<file path="src/logic/ccd_seq_defines.svh">
`ifndef CCD_SEQ_DEFINES_SVH
`define CCD_SEQ_DEFINES_SVH
// core clock period
`define CLK_PERIOD_NS 10
// least time in ns to whole core cycles, rounded up
`define CYC_CEIL(ns) (((ns) + `CLK_PERIOD_NS - 1) / `CLK_PERIOD_NS)
// all-reset gate width in normal mode
`define CLEAR_NORM_NS 1000
`define CLEAR_NORM_CYC `CYC_CEIL(`CLEAR_NORM_NS)
// transfer gate width, also its overlap with hshift clock one
`define XFER_WIDTH_NS 2000
`define XFER_WIDTH_CYC `CYC_CEIL(`XFER_WIDTH_NS)
// hold time after the transfer gate falls; clock one stays high this long plus the first pixel high time
`define P1_HOLD_NS 100
`define P1_HOLD_CYC `CYC_CEIL(`P1_HOLD_NS)
// horizontal clock high time (typical figure), 50 percent duty
`define HCLK_HIGH_NS 100
`define HCLK_HIGH_CYC `CYC_CEIL(`HCLK_HIGH_NS)
`define PIX_CYC (2 * `HCLK_HIGH_CYC)
`define PIX_NS (`PIX_CYC * `CLK_PERIOD_NS)
// output reset gate high time (typical figure)
`define ORST_HIGH_NS 15
`define ORST_HIGH_CYC `CYC_CEIL(`ORST_HIGH_NS)
// idle and reset pin levels: clock two and summing gate high, the rest low
`define PINS_IDLE 8'h18
// pixels clocked per line
`define LINE_PIX_SHORT 2102
`define LINE_PIX_TALL 2160
// least time in ns to whole pixel periods, rounded up
`define PIX_CEIL(ns) (((ns) + `PIX_NS - 1) / `PIX_NS)
// least integration and resistive-gate transfer times
`define INTEG_MIN_SHORT_NS 5000
`define INTEG_MIN_TALL_NS 100000
`define REGTR_MIN_SHORT_NS 5000
`define REGTR_MIN_TALL_NS 100000
`endif

</file>
<file path="src/logic/ccd_seq_pkg.sv">
package ccd_seq_pkg;
   // sequencer states
   typedef enum logic [2:0] {
      ST_IDLE, ST_CLEAR, ST_TRANSFER, ST_HOLD, ST_READ, ST_DUMMY
   } state_type;
   // line setup, sampled at each line start
   typedef struct packed {
      logic shutter_mode;    // electronic shutter on
      logic tall_pixel;      // tall-pixel sensor variant
      logic [15:0] dummy_pulses; // dummy readout pixel count
   } line_cfg_type;
   // sensor drive pins
   typedef struct packed {
      logic all_reset_gate;
      logic transfer_gate;
      logic hshift_clock_one;
      logic hshift_clock_two;
      logic summing_gate;
      logic output_reset_gate;
      logic resistive_gate_high;
      logic resistive_gate_low;
   } ccd_pins_type;
endpackage

</file>
<file path="src/logic/linear_ccd_clock_sequencer.sv">
`timescale 1ns/1ps
`default_nettype none
`include "ccd_seq_defines.svh"
module linear_ccd_clock_sequencer
   import ccd_seq_pkg::*;
(
   input wire logic CORE_CLK,
   input wire logic RST_N,
   input wire logic ENABLE,
   input wire line_cfg_type LINE_CFG,
   output var ccd_pins_type CCD_PINS,
   output logic LINE_START,
   output logic BUSY
);
   localparam logic [15:0] CLEAR_CYC = 16'(`CLEAR_NORM_CYC);
   localparam logic [15:0] XFER_CYC = 16'(`XFER_WIDTH_CYC);
   localparam logic [15:0] HOLD_CYC = 16'(`P1_HOLD_CYC);
   localparam logic [4:0] PIX_LAST = 5'(`PIX_CYC - 1);
   localparam logic [4:0] HIGH_CYC = 5'(`HCLK_HIGH_CYC);
   localparam logic [4:0] ORST_CYC = 5'(`ORST_HIGH_CYC);
   // assertion figures
   localparam int XFER_LEN = `XFER_WIDTH_CYC;
   localparam int CLEAR_LEN = `CLEAR_NORM_CYC;
   localparam int PIX_LEN = `PIX_CYC;
   // reset gate low span between two pulses, two cycles high per pixel
   localparam int ORST_GAP = `PIX_CYC - 2;

   state_type state_ff; // sequencer state
   state_type nxt_state;
   line_cfg_type cfg_ff; // setup of the running line
   logic [15:0] tmr_ff; // cycles in timed states
   logic [4:0] phase_ff; // cycle within a pixel period
   logic [15:0] pix_ff; // pixel within read or dummy part
   ccd_pins_type pins_ff; // registered pin levels
   ccd_pins_type nxt_pins;
   logic [15:0] line_pix; // pixels per line for the variant
   logic [15:0] min_pix; // least integration, in pixels
   logic [15:0] tr_pix; // least resistive transfer, in pixels
   logic [15:0] dummy_min; // floor on dummy count
   logic [15:0] dummy_eff; // dummy pixels actually clocked
   logic timer_done; // timed state complete
   logic pix_end; // last cycle of a pixel period
   logic part_end; // last cycle of read or dummy part

   // variant figures
   // integration floor by variant
   assign min_pix = cfg_ff.tall_pixel ? 16'(`PIX_CEIL(`INTEG_MIN_TALL_NS))
                                      : 16'(`PIX_CEIL(`INTEG_MIN_SHORT_NS));
   assign tr_pix = cfg_ff.tall_pixel ? 16'(`PIX_CEIL(`REGTR_MIN_TALL_NS))
                                     : 16'(`PIX_CEIL(`REGTR_MIN_SHORT_NS));
   assign line_pix = cfg_ff.tall_pixel ? 16'(`LINE_PIX_TALL) : 16'(`LINE_PIX_SHORT);
   // shutter mode needs room for both the pulse and the transfer after it
   assign dummy_min = cfg_ff.shutter_mode ? 16'(min_pix + tr_pix) : min_pix;
   // requested count sets integration, clamped to the floor
   assign dummy_eff = (cfg_ff.dummy_pulses > dummy_min) ? cfg_ff.dummy_pulses : dummy_min;

   assign timer_done = (state_ff == ST_CLEAR && tmr_ff == CLEAR_CYC - 16'h0001) ||
                       (state_ff == ST_TRANSFER && tmr_ff == XFER_CYC - 16'h0001) ||
                       (state_ff == ST_HOLD && tmr_ff == HOLD_CYC - 16'h0001);
   assign pix_end = (phase_ff == PIX_LAST);
   assign part_end = pix_end &&
      ((state_ff == ST_READ && pix_ff == line_pix - 16'h0001) ||
       (state_ff == ST_DUMMY && pix_ff == dummy_eff - 16'h0001));

   // next state
   always_comb begin
      nxt_state = state_ff;
      unique case (state_ff)
         // normal mode clears the pixels once before the first line
         ST_IDLE: begin
            if (ENABLE) begin
               nxt_state = LINE_CFG.shutter_mode ? ST_TRANSFER : ST_CLEAR;
            end
         end
         ST_CLEAR: begin
            if (timer_done) begin
               nxt_state = ST_TRANSFER;
            end
         end
         ST_TRANSFER: begin
            if (timer_done) begin
               nxt_state = ST_HOLD;
            end
         end
         ST_HOLD: begin
            if (timer_done) begin
               nxt_state = ST_READ;
            end
         end
         ST_READ: begin
            if (part_end) begin
               nxt_state = ST_DUMMY;
            end
         end
         // a line always finishes before the sequencer stops
         ST_DUMMY: begin
            if (part_end) begin
               nxt_state = ENABLE ? ST_TRANSFER : ST_IDLE;
            end
         end
      endcase
   end

   // state register
   always_ff @(posedge CORE_CLK) begin
      if (!RST_N) begin
         state_ff <= ST_IDLE;
      end else begin
         state_ff <= nxt_state;
      end
   end

   // line setup is taken only between lines so a line never changes shape
   always_ff @(posedge CORE_CLK) begin
      if (!RST_N) begin
         cfg_ff <= '0;
      end else if (state_ff == ST_IDLE || (state_ff == ST_DUMMY && part_end)) begin
         cfg_ff <= LINE_CFG;
      end
   end

   always_ff @(posedge CORE_CLK) begin
      if (!RST_N) begin
         tmr_ff <= 16'h0000;
      end else if (timer_done || state_ff == ST_IDLE) begin
         tmr_ff <= 16'h0000;
      end else if (state_ff == ST_CLEAR || state_ff == ST_TRANSFER || state_ff == ST_HOLD) begin
         tmr_ff <= tmr_ff + 16'h0001;
      end
   end

   // pixel phase and pixel count through read and dummy parts
   always_ff @(posedge CORE_CLK) begin
      if (!RST_N) begin
         phase_ff <= 5'h00;
         pix_ff <= 16'h0000;
      end else if (state_ff == ST_READ || state_ff == ST_DUMMY) begin
         phase_ff <= pix_end ? 5'h00 : phase_ff + 5'h01;
         if (part_end) begin
            pix_ff <= 16'h0000;
         end else if (pix_end) begin
            pix_ff <= pix_ff + 16'h0001;
         end
      end else begin
         phase_ff <= 5'h00;
         pix_ff <= 16'h0000;
      end
   end

   // pin levels from state and counters
   always_comb begin
      nxt_pins = '0;
      // clocks run through the dummy part as well
      if (state_ff == ST_READ || state_ff == ST_DUMMY) begin
         nxt_pins.hshift_clock_one = (phase_ff < HIGH_CYC);
         // short reset pulse at each pixel start
         nxt_pins.output_reset_gate = (phase_ff < ORST_CYC);
      end else if (state_ff == ST_TRANSFER || state_ff == ST_HOLD) begin
         // clock one high across the whole transfer pulse
         nxt_pins.hshift_clock_one = 1'b1;
      end
      // clock two is the exact complement
      nxt_pins.hshift_clock_two = ~nxt_pins.hshift_clock_one;
      nxt_pins.summing_gate = nxt_pins.hshift_clock_two;
      // transfer gate for the timed transfer state
      nxt_pins.transfer_gate = (state_ff == ST_TRANSFER);
      // timed pulse in normal mode; whole read part in shutter mode
      nxt_pins.all_reset_gate = (state_ff == ST_CLEAR) ||
                                (state_ff == ST_READ && cfg_ff.shutter_mode);
      // pulse stops one transfer time before the transfer gate
      if (state_ff == ST_DUMMY && cfg_ff.shutter_mode && pix_ff < dummy_eff - tr_pix) begin
         nxt_pins.resistive_gate_high = 1'b1;
         nxt_pins.resistive_gate_low = 1'b1;
      end
   end

   // registered pins
   always_ff @(posedge CORE_CLK) begin
      if (!RST_N) begin
         // idle levels, not all zero: both clocks low at once would break
         pins_ff <= ccd_pins_type'(`PINS_IDLE);
      end else begin
         pins_ff <= nxt_pins;
      end
   end

   assign CCD_PINS = pins_ff;
   // line start marks the cycle before the state enters transfer, two cycles before the transfer gate pin rises
   assign LINE_START = (state_ff != ST_TRANSFER) && (nxt_state == ST_TRANSFER);
   assign BUSY = (state_ff != ST_IDLE);

   // helper counters for assertions
   logic [31:0] xfer_len_ff; // cycles transfer gate has been high
   logic [31:0] clear_len_ff; // cycles all-reset gate has been high
   logic [31:0] gap_ff; // cycles since resistive pulse ended
   always_ff @(posedge CORE_CLK) begin
      if (!RST_N) begin
         xfer_len_ff <= 32'h00000000;
         clear_len_ff <= 32'h00000000;
         gap_ff <= 32'h00000000;
      end else begin
         xfer_len_ff <= pins_ff.transfer_gate ? xfer_len_ff + 32'h00000001 : 32'h00000000;
         clear_len_ff <= pins_ff.all_reset_gate ? clear_len_ff + 32'h00000001 : 32'h00000000;
         gap_ff <= pins_ff.resistive_gate_high ? 32'h00000000 : gap_ff + 32'h00000001;
      end
   end
endmodule // linear_ccd_clock_sequencer
`default_nettype wire

</file>
<file path="config.mk">
export PLATFORM = sky130hd
export DESIGN_NAME = linear_ccd_clock_sequencer
export DESIGN_NICKNAME = d
export VERILOG_FILES = /design/src/logic/ccd_seq_pkg.sv /design/src/logic/linear_ccd_clock_sequencer.sv
export VERILOG_INCLUDE_DIRS = /design/src /design/src/logic
export SDC_FILE = /design/constraint.sdc
export NUM_CORES = 1
export LEC_CHECK = 0
export ABC_AREA = 1
export BUFFER_PORTS_ARGS = -buffer_cell sky130_fd_sc_hd__buf_4
export CORE_MARGIN = 2
export CORE_UTILIZATION = 62
export DETAILED_ROUTE_END_ITERATION = 12
export PLACE_DENSITY = 0.92
export SYNTH_ARGS = -nofsm -noshare
export SYNTH_HDL_FRONTEND = slang
export SYNTH_SLANG_ARGS = --single-unit
</file>
<file path="constraint.sdc">
create_clock -name CORE_CLK -period 5.5 [get_ports CORE_CLK]
set_input_delay 0.275 -clock CORE_CLK [delete_from_list [all_inputs] [get_ports CORE_CLK]]
set_output_delay 0.275 -clock CORE_CLK [all_outputs]
set_load 0.01 [all_outputs]
</file>
==> results.txt <==
flops & latches, synth: 64
CTS tree: done
clk root buf: clkbuf_8
Clock transition at path regs: 80 ps
# rows: 33
DRT iter0 DRCs: 477
Seq/Total Area, Yosys: 0.2492
final WL: 15300 microns
Max-Slew Margin vs Limit: 0.4436
die area: 9036 sq um
vias in the first global route: 4902
htree depth: 3
CTS max path bufs: 2
PwrDens: 395.5 nW/um^2
hold path cells: 3
Placeable Area: 8134 sq um
placed insts: 876
number of diodes: 0
worst reg2reg path endpoint: CCD_PINS[1]
WHS Endpoint: cfg_ff[2]
worst reg2reg setup slack: 490 ps
critical path type: reg2out
total grt overflow: 0
Post-Layout Cell Count: 907
GP Congestion: 1.066
mapped cell area: 5141 sq um
per-cell routed wire length: 16.87 microns
layout cell share with drive strength beyond 1: 0.1571
worst skew pair latency: 350 ps
Mapped Cells: 753
Worst path max stage delay: 390 ps
Crit path top cell by count: nand2_1
crit-path max FO: 13
CP Capture Type: output pin
Net Count, Synth: 817
Remaining DRCs: 0
I/O Pins: 31
peak supply drop: 0.2744 mV
DIE HEIGHT: 95.06 microns
Worst-Margin Slew: 832.6 ps
area grow syn2layout: 12.68%
outcome: complete, no violations
max-cap violation count: 0
Avg Inst Size Synth: 6.828 sq um
largest area contributor in the netlist: dfxtp_1
vias per cell: 5.993
fin nets: 861
Yosys Warn Count: 0
largest net degree at the start of global routing: 23
FF-to-FF path depth: 30
antenna violations before repair: 0
clock sinks: 64
ANT nets after route: 0
hpwl dp: 10210 microns
final setup fails: 0
most common cell in the netlist: nand2_1
DR vias: 5436
Hold Startpoint: LINE_CFG[2]
Starting Density: 0.6321
Lkg Pwr: 2.690 nW
Arrival @ worst endpoint: 5020 ps
Max Freq: 0.1889 GHz
first-pass GRT wire length: 22470 microns
leading cell types by count after synthesis: 160 x nand2_1, 106 x inv_1, 75 x nor2_1
post-synth top area share: 0.2492
Post-synth EDFFs: 0
Overall Power: 2.291 mW
Slew Limit Fails: 0
ranking of synthesized cells by area: dfxtp_1 25%, nand2_1 12%, ha_1 10%, inv_1 7.7%, nand3_1 6.2%
Most used DFF post-synth: dfxtp_1
port buffer count: 30
Global Route Usage Sum: 0.3157
Layout Skew: 8.913 ps
Unique masters post-synth: 46
Worst Hold Class: in2reg
Worst EP required: 5220 ps
launching element type of the critical path: register
total CTS buffers: 9
RR Startpoint: cfg_ff[17]
post-layout min period: 5294 ps
Critical-path top delay cell: dfxtp_4
Async S/R FF share, synth: 0
post-route clock period utilization: 0.9626
die width: 95.06 microns
iteration count of the initial detailed-routing pass: 6
Final Hold Vio Count: 0
==> what timing repair did <==
item	4_1_cts	5_1_grt
pin swaps	0	2
hold buffers	0	0
buffers inserted	2	12
endpoints found under the setup margin	1	2
gates resized for setup	2	11
gates cloned	0	1
==> cell families after synthesis <==
family / share of synthesized area
AOI/OAI and AO/OA: 0.09467
xor gates and xnor gates: 0.06644
adders and majority gates: 0.1046
buffers and inverters: 0.1017
DFF: 0.2492
and+or+nand+nor: 0.3833
==> power by group <==
group	internal, mW	switching [mW]
combinational	0.464	0.827
sequential	0.493	0.0413
clock	0.255	0.210
==> area by class of cell <==
cell class / count / area, sq um
Clock inverter: 7 / 93.84
Timing Repair Buffer: 45 / 337.8
Fill cell: 613 / 2341
Tap cell: 105 / 131.4
Sequential cell: 64 / 1289
Multi-Input combinational cell: 566 / 3397
Clock buffer: 9 / 123.9
Inverter: 111 / 420.4
==> worst max path at each step <==
stage / endpoint / slack, ps / start
finish: LINE_START / 210 / cfg_ff[16]
global route: LINE_START / -180 / cfg_ff[16]
CTS: LINE_START / 130 / cfg_ff[17]
detailed placement: CCD_PINS[1] / 340 / cfg_ff[16]
global placement: CCD_PINS[1] / 630 / cfg_ff[16]
floorplan: CCD_PINS[1] / 960 / cfg_ff[16]
==> layout by cell type (no fill, tap or decap), types with 8 or more instances in the layout <==
cell	count
nand4_1	13
nand2_1	159
clkbuf_8	9
xor2_1	33
o21ai_0	12
a21oi_1	46
inv_1	105
buf_4	45
nor2_1	74
nand3_1	63
ha_1	42
nand2_2	17
nand3_2	8
dfxtp_1	62
nor4_1	11
nor3_1	20
==> routing by layer <==
metal  vias to the layer above  wire length [microns]  share of wire  GRT usage
li1                       2544                      -              -          -
met1                      2481                   5893           0.39     0.3834
met2                       311                   7298           0.48     0.5370
met3                       100                   1241          0.081    0.06087
met4                         0                    865          0.057     0.1473
met5                         -                      0              0          0
==> worst max-delay path: cells and delay by family (launching register included) <==
kind	cells	cell delay, ps
XOR/XNOR	1	160
adder cells (fa/ha/maj)	3	940
buffers and inverters	4	450
flip-flops	1	390
AND/OR/NAND/NOR	22	2710
==> per-stage QoR <==
step           hold slack [ps]  cell area, sq um  utilization  TNS (ps)  setup WS (ps)
6_report                 179.9              5793       0.7122         0          205.9
5_1_grt                  181.3              5793       0.7122    -182.1         -182.1
4_1_cts                  169.6              5637       0.6930         0          134.6
3_5_place_dp             450.6              5399       0.6637         0          335.1
3_3_place_gp             432.6              5399       0.6637         0          629.0
2_1_floorplan            372.6              5141            -         0          956.5
==> state kept, by name, summed over array words and instances, names as in the netlist <==
| name | cells |
|---|---|
| pix_ff | 16 |
| CCD_PINS | 6 |
| tmr_ff | 16 |
| phase_ff | 5 |
| cfg_ff | 18 |
| state_ff | 3 |
Power figures use the tool's default switching activity.
